## config.mk

```make
export PLATFORM = sky130hd
export DESIGN_NAME = dms_device_flat
export DESIGN_NICKNAME = d
export VERILOG_FILES = /design/src/dms_pkg.sv /design/src/dms_if.sv /design/src/dms_device.sv /design/src/flat_wrapper.sv
export VERILOG_INCLUDE_DIRS = /design/src /design/src/src
export SDC_FILE = /design/constraint.sdc
export NUM_CORES = 1
export LEC_CHECK = 0
export BUFFER_PORTS_ARGS = -buffer_cell sky130_fd_sc_hd__buf_2
export CAP_MARGIN = 20
export CORE_ASPECT_RATIO = 2
export CORE_MARGIN = 2
export CORE_UTILIZATION = 68
export DETAILED_ROUTE_END_ITERATION = 12
export MAX_ROUTING_LAYER = met4
export PLACE_DENSITY = 0.85
export SLEW_MARGIN = 20
export SYNTH_ARGS = -nofsm -noshare
export SYNTH_HDL_FRONTEND = slang
export SYNTH_SLANG_ARGS = --single-unit
```

## constraint.sdc

```tcl
create_clock -name clock -period 15.8 [get_ports clock]
set_clock_uncertainty 0.2 [all_clocks]
set_input_delay 3.16 -clock clock [delete_from_list [all_inputs] [get_ports clock]]
set_output_delay 3.16 -clock clock [all_outputs]
set_load 0.02 [all_outputs]
```

## src/dms_defines.svh

```systemverilog
// constants for the dds mode and tone select block
`ifndef DMS_DEFINES_SVH
`define DMS_DEFINES_SVH
`define DMS_ADDR_W        6
`define DMS_ADDR_FIRST_TUNING_WORD_LO  6'h04
`define DMS_ADDR_FIRST_TUNING_WORD_HI  6'h09
`define DMS_ADDR_SECOND_TUNING_WORD_LO  6'h0a
`define DMS_ADDR_SECOND_TUNING_WORD_HI  6'h0f
`define DMS_ADDR_PHASE_HI 6'h00
`define DMS_ADDR_PHASE_LO 6'h01
`define DMS_QUARTER       14'h1000
`define DMS_ADDR_CTRL     6'h1f
`define DMS_FTW_W         48
`define DMS_PHASE_W       14
`define DMS_DAC_W         12
`define DMS_FTW_RST       48'h0
`define DMS_CTRL_RST      8'h00
`define DMS_MODE_LSB      1
`define DMS_DAC_MID       12'h800
`define DMS_PIPE_DEPTH    4
`endif

```

## src/dms_pkg.sv

```systemverilog
// types shared by both ends of the dds mode and tone select block
package dms_pkg;
   typedef enum logic [2:0] {
      DMS_SINGLE = 3'b000,
      DMS_FSK    = 3'b001,
      DMS_RAMPED = 3'b010,
      DMS_CHIRP  = 3'b011,
      DMS_BPSK   = 3'b100
   } dms_mode_t;
   typedef logic [5:0] dms_addr_t;
   typedef logic [7:0] dms_byte_t;
endpackage

```

## src/dms_if.sv

```systemverilog
// parallel programming port and keying pin between host and synthesizer
`timescale 1ns/100ps
interface dms_if;
   logic             prog_wr;        // one-cycle byte write strobe
   dms_pkg::dms_addr_t prog_addr;
   dms_pkg::dms_byte_t prog_data;
   logic             port_parallel;  // high selects parallel port
   logic             master_reset;   // active-high initialisation
   logic             keying_select_pin;
   modport device (
      input prog_wr,
      input prog_addr,
      input prog_data,
      input port_parallel,
      input master_reset,
      input keying_select_pin
   );
   modport host (
      output prog_wr,
      output prog_addr,
      output prog_data,
      output port_parallel,
      output master_reset,
      output keying_select_pin
   );
endinterface

```

## src/dms_device.sv

```systemverilog
// synthesizer end: registers, mode decode, tone select and accumulator
`timescale 1ns/100ps
`include "dms_defines.svh"
// Notes on behaviour
// - mode from three bits at address 1f
// - initialisation leaves single-tone mode
// - single tone drives accumulator from first word
// - defaults give 0 Hz, zero phase
// - converters sit at midscale after reset
// - word equals fout times 2^48 over clock
// - output spans dc to half clock
// - frequency changes keep phase continuous
// - cosine and sine always 90 degrees apart
// - one phase offset shifts both outputs
// - single tone amplitude has 12-bit control
// - keying pin low selects first word
// - keying pin high selects second word
// - keyed switch has fixed pipeline latency
// - second word only in keying modes
// - phase offset unused in phase-keying mode
// - keying pin ignored in single tone
// - host may reprogram at any time
// - active-high reset loads inert defaults
// - port select high means parallel port
module dms_device
   import dms_pkg::*;
(
   input  wire logic                   clock,
   input  wire logic                   arst_n,
   dms_if.device                       link,
   input  wire logic [`DMS_DAC_W-1:0]  amplitude,
   output logic      [`DMS_DAC_W-1:0]  dac_cos_q,
   output logic      [`DMS_DAC_W-1:0]  dac_sin_q,
   output logic      [2:0]             mode_q,
   output logic      [`DMS_FTW_W-1:0]  active_ftw_q,
   output logic      [`DMS_FTW_W-1:0]  phase_acc_q
);
   import dms_pkg::*;

   logic [`DMS_FTW_W-1:0]   first_tuning_word_q;
   logic [`DMS_FTW_W-1:0]   second_tuning_word_q;
   logic [7:0]              ctrl_q;
   logic [`DMS_PHASE_W-1:0] phase_off_q;
   logic [`DMS_PIPE_DEPTH-1:0] key_pipe_q;
   logic                    wr_ok;
   logic                    key_d;
   logic [`DMS_FTW_W-1:0]   active_ftw_d;
   logic [`DMS_PHASE_W-1:0] ph;

   // ------------------------------------------------------------
   // register writes
   // ------------------------------------------------------------
   // byte index within a 48-bit word, msb byte at the lowest address
   function automatic logic [2:0] byte_idx(input dms_addr_t a,
                                           input dms_addr_t base);
      logic [5:0] d;
      d = a - base;
      byte_idx = 3'(5 - d);
   endfunction

   // writes are refused while the serial port is selected
   assign wr_ok = link.prog_wr & link.port_parallel;

   // tuning word registers, inert default zero
   always_ff @(posedge clock or negedge arst_n)
   begin
      if (!arst_n)
      begin
         first_tuning_word_q <= `DMS_FTW_RST;
         second_tuning_word_q <= `DMS_FTW_RST;
      end
      else if (link.master_reset)
      begin
         first_tuning_word_q <= `DMS_FTW_RST;
         second_tuning_word_q <= `DMS_FTW_RST;
      end
      else if (wr_ok)
      begin
         if (link.prog_addr >= `DMS_ADDR_FIRST_TUNING_WORD_LO &&
             link.prog_addr <= `DMS_ADDR_FIRST_TUNING_WORD_HI)
            first_tuning_word_q[8*byte_idx(link.prog_addr, `DMS_ADDR_FIRST_TUNING_WORD_LO) +: 8]
               <= link.prog_data;
         if (link.prog_addr >= `DMS_ADDR_SECOND_TUNING_WORD_LO &&
             link.prog_addr <= `DMS_ADDR_SECOND_TUNING_WORD_HI)
            second_tuning_word_q[8*byte_idx(link.prog_addr, `DMS_ADDR_SECOND_TUNING_WORD_LO) +: 8]
               <= link.prog_data;
      end
   end

   // control register holding the mode field
   always_ff @(posedge clock or negedge arst_n)
   begin
      if (!arst_n)
         ctrl_q <= `DMS_CTRL_RST;
      else if (link.master_reset)
         ctrl_q <= `DMS_CTRL_RST;
      else if (wr_ok && link.prog_addr == `DMS_ADDR_CTRL)
         ctrl_q <= link.prog_data;
   end

   // phase offset takes the two bytes at addresses 00 and 01, below the tuning words
   always_ff @(posedge clock or negedge arst_n)
   begin
      if (!arst_n)
         phase_off_q <= '0;
      else if (link.master_reset)
         phase_off_q <= '0;
      else if (wr_ok && link.prog_addr == `DMS_ADDR_PHASE_HI)
         phase_off_q[13:8] <= link.prog_data[5:0];
      else if (wr_ok && link.prog_addr == `DMS_ADDR_PHASE_LO)
         phase_off_q[7:0] <= link.prog_data;
   end

   // ------------------------------------------------------------
   // tone selection
   // ------------------------------------------------------------
   // keying pin delayed by a fixed pipeline
   // not cleared by initialisation: the pin is a level, not a register
   always_ff @(posedge clock or negedge arst_n)
   begin
      if (!arst_n)
         key_pipe_q <= '0;
      else
         key_pipe_q <= {key_pipe_q[`DMS_PIPE_DEPTH-2:0],
                        link.keying_select_pin};
   end

   // oldest pipeline stage steers the word choice
   assign key_d = key_pipe_q[`DMS_PIPE_DEPTH-1];

   // word choice per mode
   // chirp and phase keying stay on the first word
   always_comb
   begin
      unique case (dms_mode_t'(ctrl_q[`DMS_MODE_LSB +: 3]))
         DMS_FSK,
         DMS_RAMPED : active_ftw_d = key_d ? second_tuning_word_q : first_tuning_word_q;
         default    : active_ftw_d = first_tuning_word_q;
      endcase
   end

   // mode copy, in step with the selected word
   always_ff @(posedge clock or negedge arst_n)
   begin
      if (!arst_n)
         mode_q <= DMS_SINGLE;
      else
         mode_q <= ctrl_q[`DMS_MODE_LSB +: 3];
   end

   // selected word, registered so the keyed path has fixed latency
   always_ff @(posedge clock or negedge arst_n)
   begin
      if (!arst_n)
         active_ftw_q <= `DMS_FTW_RST;
      else
         active_ftw_q <= active_ftw_d;
   end

   // ------------------------------------------------------------
   // accumulator and outputs
   // ------------------------------------------------------------
   // accumulator only adds, cleared only by initialisation, so phase is continuous
   // the carry out of the top bit is dropped: phase wraps every turn
   always_ff @(posedge clock or negedge arst_n)
   begin
      if (!arst_n)
         phase_acc_q <= '0;
      else if (link.master_reset)
         phase_acc_q <= '0;
      else
         phase_acc_q <= phase_acc_q + active_ftw_q;
   end

   // offset applied equally unless in phase-keying mode
   assign ph = phase_acc_q[`DMS_FTW_W-1 -: `DMS_PHASE_W]
             + ((mode_q == DMS_BPSK) ? '0 : phase_off_q);

   // coarse triangle wave, amplitude scaled; quarter cycle apart
   function automatic logic [`DMS_DAC_W-1:0] wave(
      input logic [`DMS_PHASE_W-1:0] p,
      input logic [`DMS_DAC_W-1:0]   amp);
      logic [`DMS_DAC_W-1:0] tri_v;
      logic [2*`DMS_DAC_W-1:0] prod;
      tri_v = p[`DMS_PHASE_W-1] ? ~p[`DMS_PHASE_W-2 -: `DMS_DAC_W]
                                : p[`DMS_PHASE_W-2 -: `DMS_DAC_W];
      // signed distance from midscale, scaled by amplitude over full scale
      prod = ({12'h0, tri_v} - {12'h0, `DMS_DAC_MID}) * {12'h0, amp};
      wave = `DMS_DAC_MID + prod[2*`DMS_DAC_W-1 -: `DMS_DAC_W];
   endfunction

   // outputs start at midscale, amplitude zero gives midscale
   // cosine leads sine by a quarter turn of the phase word
   always_ff @(posedge clock or negedge arst_n)
   begin
      if (!arst_n)
      begin
         dac_cos_q <= `DMS_DAC_MID;
         dac_sin_q <= `DMS_DAC_MID;
      end
      else
      begin
         dac_cos_q <= wave(ph + `DMS_QUARTER, amplitude);
         dac_sin_q <= wave(ph, amplitude);
      end
   end
endmodule // dms_device

```

## src/flat_wrapper.sv

```systemverilog
// flat-port wrapper written by rule: the top's interface ports become plain ports
module dms_device_flat import dms_pkg::*;
  (clock, arst_n, amplitude, dac_cos_q, dac_sin_q, mode_q, active_ftw_q, phase_acc_q, link_prog_wr, link_prog_addr, link_prog_data, link_port_parallel, link_master_reset, link_keying_select_pin);
  dms_if link_i ();
  input  wire logic clock;
  input  wire logic arst_n;
  input  wire logic [`DMS_DAC_W-1:0] amplitude;
  output logic      [`DMS_DAC_W-1:0] dac_cos_q;
  output logic      [`DMS_DAC_W-1:0] dac_sin_q;
  output logic      [2:0] mode_q;
  output logic      [`DMS_FTW_W-1:0] active_ftw_q;
  output logic      [`DMS_FTW_W-1:0] phase_acc_q;
  input wire logic [$bits(link_i.prog_wr)-1:0] link_prog_wr;
  input wire logic [$bits(link_i.prog_addr)-1:0] link_prog_addr;
  input wire logic [$bits(link_i.prog_data)-1:0] link_prog_data;
  input wire logic [$bits(link_i.port_parallel)-1:0] link_port_parallel;
  input wire logic [$bits(link_i.master_reset)-1:0] link_master_reset;
  input wire logic [$bits(link_i.keying_select_pin)-1:0] link_keying_select_pin;
  assign link_i.prog_wr = link_prog_wr;
  assign link_i.prog_addr = link_prog_addr;
  assign link_i.prog_data = link_prog_data;
  assign link_i.port_parallel = link_port_parallel;
  assign link_i.master_reset = link_master_reset;
  assign link_i.keying_select_pin = link_keying_select_pin;
  dms_device u_core (.clock(clock), .arst_n(arst_n), .link(link_i), .amplitude(amplitude), .dac_cos_q(dac_cos_q), .dac_sin_q(dac_sin_q), .mode_q(mode_q), .active_ftw_q(active_ftw_q), .phase_acc_q(phase_acc_q));
endmodule
```

# Word level (Yosys, flattened, before mapping)
# Index checks and enable logic that the tools add are counted.
# W data, S select, Z words.
totals:
  in_bits: 32
  output_inout_bits: 123
  register_bits: 241
classes:
  addsub: 13
  eq_ne: 6
  mul: 2
  shift: 4
  n_reduce_logical: 16
  bitwise_logic: 3
  muxes: 20
  order_cmp: 4
op_table:
  columns: ["cell", "count"]
  rows:
  - ["$mux W48", 9]
  - ["$bwmux W48", 2]
  - ["$shift A8 B34 Y48 const A", 2]
  - ["$shiftx A8 B34 Y48", 2]
  - ["$neg A6 Y34", 2]
  - ["$add A48 B48 Y48", 1]
  - ["$mul A24 B12 Y24", 2]
  - ["$mux W14", 2]
  - ["$sub A12 B12 Y13 const B", 2]
  - ["$add A12 B12 Y12 const A", 2]
  - ["$mux W12", 2]
  - ["$not A12 Y12", 2]
  - ["$mux W8", 2]
  - ["$add A14 B13 Y14 const B", 1]
  - ["$add A14 B14 Y14", 1]
  - ["$le A6 B4 Y1 const B", 2]
  - ["$reduce_bool A2 Y1", 6]
  - ["$mux W4", 2]
  - ["$eq A6 B1 Y1 const B", 1]
  - ["$eq A6 B5 Y1 const B", 1]
  - ["$ge A6 B3 Y1 const B", 1]
  - ["$ge A6 B4 Y1 const B", 1]
  - ["$logic_not A6 Y1", 1]
  - ["$mux W6", 1]
  - ["other kinds (11)", 18]

# Depth between registers and ports, before layout
# Gate-level depths: netlist of the first run.
depth:
  depth_word: 9
  mapped_depth: 36

# Least setup slack after synthesis of the first run
# No wires, ideal clock.
synth_path:
  kind: "register -> register"
  from: "register u_core.mode_q[1]"
  to: "register u_core.dac_cos_q[11]"
  n_path_buf: 3
  setup_slack_ns: 7.114
  arrival_time_ns: 8.403
  stages_incl_launch_ff: 34
  setup_ns: 0.083
  path_cell_list: "dfrtp_1 -> nor3b_2 -> clkbuf_1 -> nor2b_1 -> ha_1 -> and3_1 -> a221o_1 -> a2111oi_2 -> o21ai_1 -> and2_1 -> buf_4 -> xnor2_1 -> xor2_1 -> buf_2 -> nand2_1 -> fa_1 -> inv_1 -> fa_1 -> fa_1 -> fa_1 -> inv_1 -> fa_1 -> inv_1 -> ha_1 -> a21o_1 -> a21oi_1 -> o21bai_1 -> a21o_1 -> a21o_1 -> a21o_1 -> a22o_1 -> a211oi_1 -> o21bai_1 -> xnor2_1"
synth_via:
  elab_chain_cells: 9
synth_lines:
  columns: ["item", "line_no", "source"]
  rows:
  - ["from (decl)", "dms_device.sv:34", "output logic [2:0] mode_q,"]
  - ["from (signal assigned)", "dms_device.sv:148", "mode_q <= ctrl_q[`DMS_MODE_LSB +: 3];"]
  - ["$eq A3 B3 Y1 (*)", "dms_device.sv:177", "+ ((mode_q == DMS_BPSK) ? '0 : phase_off_q);"]
  - ["$mux W14 (*)", "dms_device.sv:177", null]
  - ["$add A14 B14 Y14 (*)", "dms_device.sv:176", "assign ph = phase_acc_q[`DMS_FTW_W-1 -: `DMS_PHASE_W]"]
  - ["$add A14 B13 Y14 (no line) (*)", null, null]
  - ["$not A12 Y12", "dms_device.sv:185", "tri_v = p[`DMS_PHASE_W-1] ? ~p[`DMS_PHASE_W-2 -: `DMS_DAC_W]"]
  - ["$mux W12 (*)", "dms_device.sv:185", null]
  - ["$sub A12 B12 Y13 (*)", "dms_device.sv:188", "prod = ({12'h0, tri_v} - {12'h0, `DMS_DAC_MID}) * {12'h0, amp};"]
  - ["$mul A24 B12 Y24 (*)", "dms_device.sv:188", null]
  - ["$add A12 B12 Y12 (no line) (*)", null, null]
  - ["to (signal assigned)", "dms_device.sv:198", "dac_cos_q <= `DMS_DAC_MID;"]
  - ["to (signal assigned)", "dms_device.sv:203", "dac_cos_q <= wave(ph + `DMS_QUARTER, amplitude);"]
  - ["to (decl)", "dms_device.sv:32", "output logic [`DMS_DAC_W-1:0] dac_cos_q,"]
# Mark *: on every way between the ends. The rest lies on a longest branch, timed or not.
# A chain may end at the register's enable or synchronous reset.

# Final worst setup path of the first run
# Same ends and word-level chain as after synthesis.

==> metrics.cfg, run 1 <==
[drt]
routed_via_density = 6.005
postRouteAntennaNets = 0
wirelength_mm = 59.32
drt_iter0_drc = 1077
vias = 17320
drc = 0
firstDrtPassIters = 8
wire_per_inst_um = 20.56

[logic_synthesis]
postSynth.asyncResetShare_pct = 100.0
yosys_warnings = 0
synth.ff_latch_count = 240
syn_area_um2 = 22620
syn-num-nets = 2798
synth_edf_count = 0
synth_top_cell_area_share_pct = 26.33
ys_top_cells_by_area = dfrtp_1 (26%), fa_1 (24%), ha_1 (8.0%)
synthCells = 2346
ys_seq_area_share_pct = 26.56
synth_ff_type = dfrtp_1
ys_top_cells_by_count = inv_1 (371), nand2_1 (290), fa_1 (276)
syn_avg_cell_area_um2 = 9.641
synth_cell_types = 75
synth_most_common_cell = inv_1
yosys.area.top_type = dfrtp_1

[cts]
insertion_delay_ps = 560
cts.clk_slew.worst_paths_ps = 70
cts_hold_buffers = 0
cts_setup_buffers = 0
tritoncts = yes
cts_resized = 0
cts.sinks = 240
cts_buffers = 22
cts-root-buf = clkbuf_16
clock_path_buffers = 3
htree_levels = 1

[placed_design]
gp_congestion = 0.9572
portBuffers = 154
hpwlAfterDp_mm = 45.56

[critical_path]
cpMostUsedCell = fa_1
start_kind = flip-flop
required_ps = 16060
cp.arrival_ps = 10710
path_max_fanout = 21
cpPeakStageDelay_ps = 800
worstSetupPathType = reg -> reg
end_kind = flip-flop
crit_slowest_cell = xor2_1

[floorplan]
die_y_um = 261.9
io_pins = 155
coreArea_um2 = 32810
start_util_pct = 68.93
dieArea_um2 = 34820
die_x_um = 133.0
rows = 94

[timing]
setup_violations = 0
final_max_slew_viol_count = 0
fin_crit_ps = 10450
worst_hold_slack_ps = 149.8
worstMarginPinSlew_ps = 1185
hold_viol = 0
slew_headroom_pct = 20.26
tns_ps = 0
rsz0062_at_grt = false
period_share_pct = 66.13
timing.fmax_mhz = 95.71

[global_routing]
gr-total-overflow = 0
grt_pass1_vias = 19130
antenna_found_initial = 0
grt_pass1_wl_mm = 95.68
grt_use_total_pct = 36.49
grt_max_degree = 132

[final_layout]
antennaDiodeCount = 0
seq_area_um2 = 6008
num-fill-cells = 2324
drive_above_1_share_pct = 11.74
nNetsFinal = 2889
area_growth_pct = 8.436
multi_input_area_um2 = 14850

[hold_path]
hp-class = reg -> reg

[job]
drv_cap = 0

[outcome]
outcome = completed

worst max-delay path: cells and delay by family (launching register included):
| family | cells | cell delay [ps] |
|---|---|---|
| and+or+nand+nor | 6 | 2180 |
| AOI/OAI and AO/OA | 11 | 2390 |
| buffers and inverters | 2 | 100 |
| DFF | 1 | 410 |
| adders and majority gates | 7 | 3380 |
| xor gates and xnor gates | 3 | 1710 |
through the flow:
stage	instances	util, %	area (um^2)	setup slack [ps]
2_1_floorplan	2346	-	22620	7114
3_3_place_gp	2843	72.10	23660	5215
3_5_place_dp	2843	72.12	23670	4912
4_1_cts	2883	74.55	24460	4881
5_1_grt	2885	74.74	24530	4831
6_report	2885	74.74	24530	5352
flip-flops by register name, summed over array words and instances, names as in the netlist:
name	flops
u_core.active_ftw_q	48
u_core.first_tuning_word_q	48
u_core.phase_acc_q	48
u_core.second_tuning_word_q	48
u_core.phase_off_q	14
u_core.dac_cos_q	12
u_core.dac_sin_q	12
u_core.key_pipe_q	4
u_core.ctrl_q	3
u_core.mode_q	3
metal layers:
metal	wire, um	global-route usage [%]	vias up
li1	-	-	7677
met2	32890	66.68	649
met5	0	-	-
met3	2736	4.225	317
met1	18500	34.87	8681
met4	5191	27.45	0
area by class of cell:
| type | count | share of cell area [%] |
|---|---|---|
| Clock inverter | 11 | 0.6428 |
| Timing Repair Buffer | 172 | 3.826 |
| Clock buffer | 29 | 2.602 |
| Inverter | 371 | 5.678 |
| Sequential cell | 240 | 24.50 |
| Multi-Input combinational cell | 1630 | 60.55 |
| Tap cell | 432 | 2.204 |
path summary, 6_finish.rpt:
path	from	slack, ps	endpoint	cells after the start
min in group asynchronous	arst_n	2270	u_core.phase_acc_q[25]	1
hold reg to reg	u_core.key_pipe_q[0]	150	u_core.key_pipe_q[1]	0
hold / removal	u_core.key_pipe_q[0]	150	u_core.key_pipe_q[1]	0
setup reg to reg	u_core.mode_q[1]	5350	u_core.dac_cos_q[11]	29
setup / recovery	u_core.mode_q[1]	5350	u_core.dac_cos_q[11]	29
max in group asynchronous	arst_n	11550	u_core.dac_sin_q[10]	3
cell usage in the layout, fill, tap and decap left out, types with 25 or more instances in the layout:
cell,instances
o21ai_0,68
a21oi_1,87
mux2_2,51
buf_2,152
a22o_1,25
ha_1,144
dfrtp_1,238
nor2_1,121
fa_1,276
and2_1,89
xor2_1,42
inv_1,371
a21o_1,60
nand2_1,290
nor2b_1,29
mux2i_1,43
xnor2_1,72
cells by family (layout without fill, tap and decap cells):
group           after synthesis  after routing  share of synthesized area (%)
simple gates                655            655                          13.63
buf+inv                     476            583                          8.016
fa+ha+maj                   420            420                          32.39
compound gates              344            344                          10.39
flops                       240            240                          26.56
xor+xnor                    117            117                          4.564
mux                          94             94                          4.442
Power of run 1 is not shown: default switching activity piles up to over one toggle a cycle in this logic, so the estimate is an artifact.
==> run 2, diff against run 1 <==
ABC_AREA = 1   (was unset)
CORE_UTILIZATION = 63   (was 68)
PLACE_DENSITY = 0.8   (was 0.85)
clock period = 9.8 ns   (was 15.8 ns; I/O delays follow)
==> metrics.cfg, run 2 <==
[drt]
vias = 19930  ; was 17320
firstDrtPassIters = 7  ; was 8
postRouteAntennaNets = 0  ; unchanged
wirelength_mm = 73.55  ; was 59.32 mm
drt_iter0_drc = 1335  ; was 1077
wire_per_inst_um = 21.44  ; was 20.56 um
routed_via_density = 5.811  ; was 6.005
drc = 0  ; unchanged

[logic_synthesis]
ys_seq_area_share_pct = 26.09  ; was 26.56%
synth_compound_area_share_pct = 10.91  ; was 10.39%
synth_cell_types = 55  ; was 75
ys_top_cells_by_area = dfrtp_1 (26%), fa_1 (24%), inv_1 (9.4%)  ; was dfrtp_1 (26%), fa_1 (24%), ha_1 (8.0%)
yosys_warnings = 0  ; unchanged
synth_mux_area_share_pct = 0.1956  ; was 4.442%
yosys.area.top_type = dfrtp_1  ; unchanged
syn_area_um2 = 23030  ; was 22620 um^2
synth_top_cell_area_share_pct = 25.86  ; was 26.33%
synth_fa_ha_area_share_pct = 31.81  ; was 32.39%
synthCells = 2837  ; was 2346
synth.ff_latch_count = 240  ; unchanged
syn_avg_cell_area_um2 = 8.118  ; was 9.641 um^2
synth_top_family_by_area = adder cells  ; unchanged
synth_edf_count = 0  ; unchanged
postSynth.asyncResetShare_pct = 100.0  ; unchanged
synth_most_common_cell = inv_1  ; unchanged
synth_ff_type = dfrtp_1  ; unchanged
synth_xor_area_share_pct = 2.640  ; was 4.564%
ys_top_cells_by_count = inv_1 (579), nand2_1 (542), nor2_1 (296)  ; was inv_1 (371), nand2_1 (290), fa_1 (276)
yosys.area_share.simple_pct = 17.59  ; was 13.63%
syn-num-nets = 3289  ; was 2798

[final_layout]
stdcell_area_um2 = 24960  ; was 24530 um^2
num-fill-cells = 3050  ; was 2324
area_growth_pct = 8.356  ; was 8.436%
final_cell_mix = inv_1 (579), nand2_1 (542), nor2_1 (296)  ; was inv_1 (371), nand2_1 (290), fa_1 (276)
multi_input_area_um2 = 14560  ; was 14850 um^2
seq_area_um2 = 6008  ; unchanged
final_common_cell = inv_1  ; unchanged
drive_above_1_share_pct = 8.739  ; was 11.74%
nNetsFinal = 3411  ; was 2889

[timing]
rsz0062_at_grt = false  ; unchanged
fin_crit_ps = 8131  ; was 10450 ps
worstMarginPinSlew_ps = 1021  ; was 1185 ps
hold_viol = 0  ; unchanged
setup_violations = 0  ; unchanged
timing.fmax_mhz = 123.0  ; was 95.71 MHz
tns_ps = 0  ; unchanged
period_share_pct = 82.97  ; was 66.13%
slew_headroom_pct = 31.41  ; was 20.26%
final_max_slew_viol_count = 0  ; unchanged
setup_ws_ps = 1669  ; was 5352 ps

[global_routing]
antenna_found_initial = 2  ; was 0
grt_util_met3_pct = 4.593  ; was 4.225%
grt_use_total_pct = 40.60  ; was 36.49%
grt_pass1_vias = 21480  ; was 19130
grt_pass1_wl_mm = 114.2  ; was 95.68 mm
use_met2_pct = 73.62  ; was 66.68%
gr-total-overflow = 0  ; unchanged
grt_max_degree = 121  ; was 132
grt_use_met1_pct = 36.31  ; was 34.87%
grt.busiest_layer = met2  ; unchanged

[floorplan]
dieArea_um2 = 38190  ; was 34820 um^2
io_pins = 155  ; unchanged
rows = 99  ; was 94
die_x_um = 139.2  ; was 133.0 um
coreArea_um2 = 36290  ; was 32810 um^2
start_util_pct = 63.46  ; was 68.93%
die_y_um = 274.4  ; was 261.9 um

[critical_path]
required_ps = 10040  ; was 16060 ps
end_kind = flip-flop  ; unchanged
cp.arrival_ps = 8370  ; was 10710 ps
start_kind = flip-flop  ; unchanged
cpPeakStageDelay_ps = 860  ; was 800 ps
worstSetupPathType = reg -> reg  ; unchanged
cpMostUsedCell = fa_1  ; unchanged
path_max_fanout = 20  ; was 21
crit_slowest_cell = xnor2_1  ; was xor2_1

[cts]
tritoncts = yes  ; unchanged
insertion_delay_ps = 570  ; was 560 ps
cts-root-buf = clkbuf_16  ; unchanged
cts_setup_buffers = 0  ; unchanged
cts_buffers = 23  ; was 22
htree_levels = 1  ; unchanged
cts.clk_slew.worst_paths_ps = 70  ; about the same
cts_hold_buffers = 0  ; unchanged
clock_path_buffers = 3  ; unchanged
cts.sinks = 240  ; unchanged
cts_resized = 0  ; unchanged

[placed_design]
dp_slack_ps = 1748  ; was 4912 ps
portBuffers = 154  ; unchanged
hpwlAfterDp_mm = 59.66  ; was 45.56 mm
gp_congestion = 1.044  ; was 0.9572
postPlaceCellArea_um2 = 24180  ; was 23670 um^2

[hold_path]
hp-class = reg -> reg  ; unchanged

[outcome]
outcome = completed  ; unchanged

[job]
drv_cap = 0  ; unchanged

run 2: metrics by stage:
stage                     hold slack (ps)  utilization (%)  instances
after floorplan                     131.2                -       2837
after global placement              132.3            66.62       3388
after detailed placement            134.7            66.63       3388
after CTS                           149.2            68.74       3429
after global routing                157.3            68.76       3430
final                               148.3            68.76       3430
run 2: path summary, 6_finish.rpt:
| path | startpoint | end | slack, ps | depth (start not counted) |
|---|---|---|---|---|
| setup / recovery | u_core.mode_q[1] | u_core.dac_cos_q[8] | 1670 | 31 |
| hold / removal | u_core.key_pipe_q[2] | u_core.key_pipe_q[3] | 150 | 0 |
| setup reg to reg | u_core.mode_q[1] | u_core.dac_cos_q[8] | 1670 | 31 |
| hold reg to reg | u_core.key_pipe_q[2] | u_core.key_pipe_q[3] | 150 | 0 |
| max in group asynchronous | arst_n | u_core.dac_cos_q[2] | 6650 | 2 |
| min in group asynchronous | arst_n | u_core.active_ftw_q[30] | 1250 | 1 |
run 2: logic make-up (layout without fill, tap and decap cells):
group	Yosys count	after routing
AND/OR/NAND/NOR	995	995
buffers and inverters	655	793
XOR/XNOR	66	66
other	0	1
multiplexers	4	4
AO/OA/AOI/OAI	457	457
adder cells (fa/ha/maj)	420	420
flip-flops	240	240
run 2: per-layer routing:
layer,vias up,part of all wire (%)
met5,-,0
li1,9032,-
met3,429,5.0
met2,902,53
met1,9569,30
met4,0,12
run 2: critical path: cells and delay by family, from the launching register on:
family,cells,cell delay (ps)
xor gates and xnor gates,1,860
adders and majority gates,7,3390
and+or+nand+nor,16,2090
AOI/OAI and AO/OA,3,550
DFF,1,380
buffers and inverters,4,540
run 2: layout make-up:
class                   count  share of cell area, %
clock inverters            15                 0.7170
clock buffers              26                  2.351
diodes                      1                0.01003
flip-flops and latches    240                  24.08
multi-input cells        1942                  58.35
repair buffers            160                  3.309
inverters                 592                  8.914
well taps                 454                  2.276
Power of run 2 is left out for the same reason.
==> run 3, diff against run 2 <==
ABC_AREA = 0   (was 1)
clock period = 7.6 ns   (was 9.8 ns; I/O delays follow)
==> metrics.cfg, run 3 (same netlist as run 1, synthesis figures left out) <==
[outcome]
outcome = finished with violations  ; was completed
violations = negative setup slack

[critical_path]
start_kind = flip-flop  ; unchanged
worstSetupPathType = reg -> reg  ; unchanged
crit_slowest_cell = fa_1  ; was xnor2_1
timing.rr.end = u_core.dac_cos_q[11]  ; was u_core.dac_cos_q[8]
cpPeakStageDelay_ps = 530  ; was 860 ps
path_max_fanout = 13  ; was 20
rrSetupSlack_ps = -290  ; was 1670 ps
r2r-start = u_core.mode_q[0]  ; was u_core.mode_q[1]
cp.arrival_ps = 8170  ; was 8370 ps
cpMostUsedCell = fa_1  ; unchanged
end_kind = flip-flop  ; unchanged
required_ps = 7880  ; was 10040 ps
r2r_cells = 33  ; was 31

[global_routing]
antenna_found_initial = 0  ; was 2
grt_use_total_pct = 35.23  ; was 40.60%
grt_max_degree = 151  ; was 121
grt_pass1_wl_mm = 98.70  ; was 114.2 mm
gr-total-overflow = 0  ; unchanged
grt_pass1_vias = 19940  ; was 21480

[placed_design]
dp_slack_ps = -418.2  ; was 1748 ps
hpwlAfterDp_mm = 47.38  ; was 59.66 mm
dp.cells = 3000  ; was 3388
gp_congestion = 0.9401  ; was 1.044
portBuffers = 154  ; unchanged

[timing]
period_share_pct = 103.8  ; was 82.97%
setup_ws_ps = -289.8  ; was 1669 ps
rsz0062_at_grt = true  ; was false
final_max_slew_viol_count = 0  ; unchanged
slew_headroom_pct = 30.40  ; was 31.41%
setup_violations = 15  ; was 0
hold_viol = 0  ; unchanged
worstMarginPinSlew_ps = 1036  ; was 1021 ps
fin_crit_ps = 7890  ; was 8131 ps
timing.fmax_mhz = 126.7  ; was 123.0 MHz

[final_layout]
final_cell_mix = inv_1 (367), nand2_1 (284), fa_1 (267)  ; was inv_1 (579), nand2_1 (542), nor2_1 (296)
fin_cells = 3056  ; was 3430
seq_area_um2 = 6011  ; was 6008 um^2
nNetsFinal = 3041  ; was 3411
area_growth_pct = 15.67  ; was 8.356%
final_common_cell = inv_1  ; unchanged
num-fill-cells = 2619  ; was 3050
multi_input_area_um2 = 15290  ; was 14560 um^2
drive_above_1_share_pct = 19.57  ; was 8.739%
antennaDiodeCount = 0  ; was 1

[cts]
cts-root-buf = clkbuf_16  ; unchanged
htree_levels = 1  ; unchanged
cts.sinks = 240  ; unchanged
insertion_delay_ps = 550  ; was 570 ps
clock_path_buffers = 3  ; unchanged
tritoncts = yes  ; unchanged
cts_buffers = 23  ; unchanged
cts.clk_slew.worst_paths_ps = 70  ; about the same

[floorplan]
coreArea_um2 = 35560  ; was 36290 um^2
dieArea_um2 = 37530  ; was 38190 um^2
rows = 98  ; was 99
die_x_um = 138.0  ; was 139.2 um
start_util_pct = 63.61  ; was 63.46%
die_y_um = 272.0  ; was 274.4 um
io_pins = 155  ; unchanged

[hold_path]
hp-class = reg -> reg  ; unchanged
worstHoldPathCells = 0  ; unchanged
holdCritStartpoint = u_core.key_pipe_q[1]  ; was u_core.key_pipe_q[2]
holdPathEnd = u_core.key_pipe_q[2]  ; was u_core.key_pipe_q[3]

[drt]
drc = 0  ; unchanged
routed_via_density = 5.873  ; was 5.811
wirelength_mm = 61.42  ; was 73.55 mm
firstDrtPassIters = 7  ; unchanged
wire_per_inst_um = 20.10  ; was 21.44 um
drt_iter0_drc = 1065  ; was 1335
vias = 17950  ; was 19930
postRouteAntennaNets = 0  ; unchanged

[job]
drv_cap = 0  ; unchanged

## run 3: changes by cell type in the layout (fill, tap and decap cells not counted), sizes merged, moves of 47 or more
cell	delta
a21o	+57
a21oi	-114
and2	+90
buf	+163
inv	-219
mux2	+47
nand2	-271
nand3	-67
nor2	-181
o21ai	-84
xnor2	+51
## run 3: worst max-delay path: cells and delay by family, from the launching register on
family / cells / cell delay (ps)
simple gates: 6 / 990
xor+xnor: 3 / 480
compound gates: 11 / 2020
flops: 1 / 420
fa+ha+maj: 7 / 2980
buf+inv: 6 / 720
## run 3: cell type report
class	instances	area share [%]
clock buffer	29	2.401
timing repair buffer	323	8.221
sequential	240	22.98
inverter	371	5.323
multi-input combinational	1630	58.46
clock inverter	13	0.4687
tap	450	2.152
## run 3: through the flow
step                      hold WS (ps)  TNS [ps]  util (%)  area [um^2]
after floorplan                  131.2     -1773         -        22990
after global placement           135.8     -2107     70.58        25100
after detailed placement         137.0     -4846     70.58        25100
after CTS                        151.6     -2418     73.18        26020
after global routing             156.2     -9596     73.57        26160
final                            148.8     -2426     73.57        26160
## run 3: worst max path at each step
stage	endpoint	slack, ps	depth (start not counted)	start
after global placement	u_core.dac_cos_q[11]	-300	33	u_core.mode_q[0]
final	u_core.dac_cos_q[11]	-290	33	u_core.mode_q[0]
after global routing	u_core.dac_cos_q[11]	-640	33	u_core.mode_q[0]
after detailed placement	u_core.dac_cos_q[11]	-420	33	u_core.mode_q[0]
after CTS	u_core.dac_cos_q[11]	-300	33	u_core.mode_q[0]
after floorplan	u_core.dac_cos_q[11]	-330	34	u_core.mode_q[0]
## run 3: routing by layer
layer  share of wire (%)  GRT usage, %  wire [um]
met5                   0             -          0
met4                 9.2         26.77       5672
met3                 4.4         4.374       2698
met2                  55         62.26      33920
met1                  31         33.93      19130
## run 3: repair_timing
action / CTS / global route
hold buffers: 0 / 0
cloned: 1 / 0
setup endpoints to repair: 23 / 24
buffers inserted: 8 / 5
resized for setup: 23 / 21
pin swaps: 6 / 3
Power of run 3 is left out for the same reason.
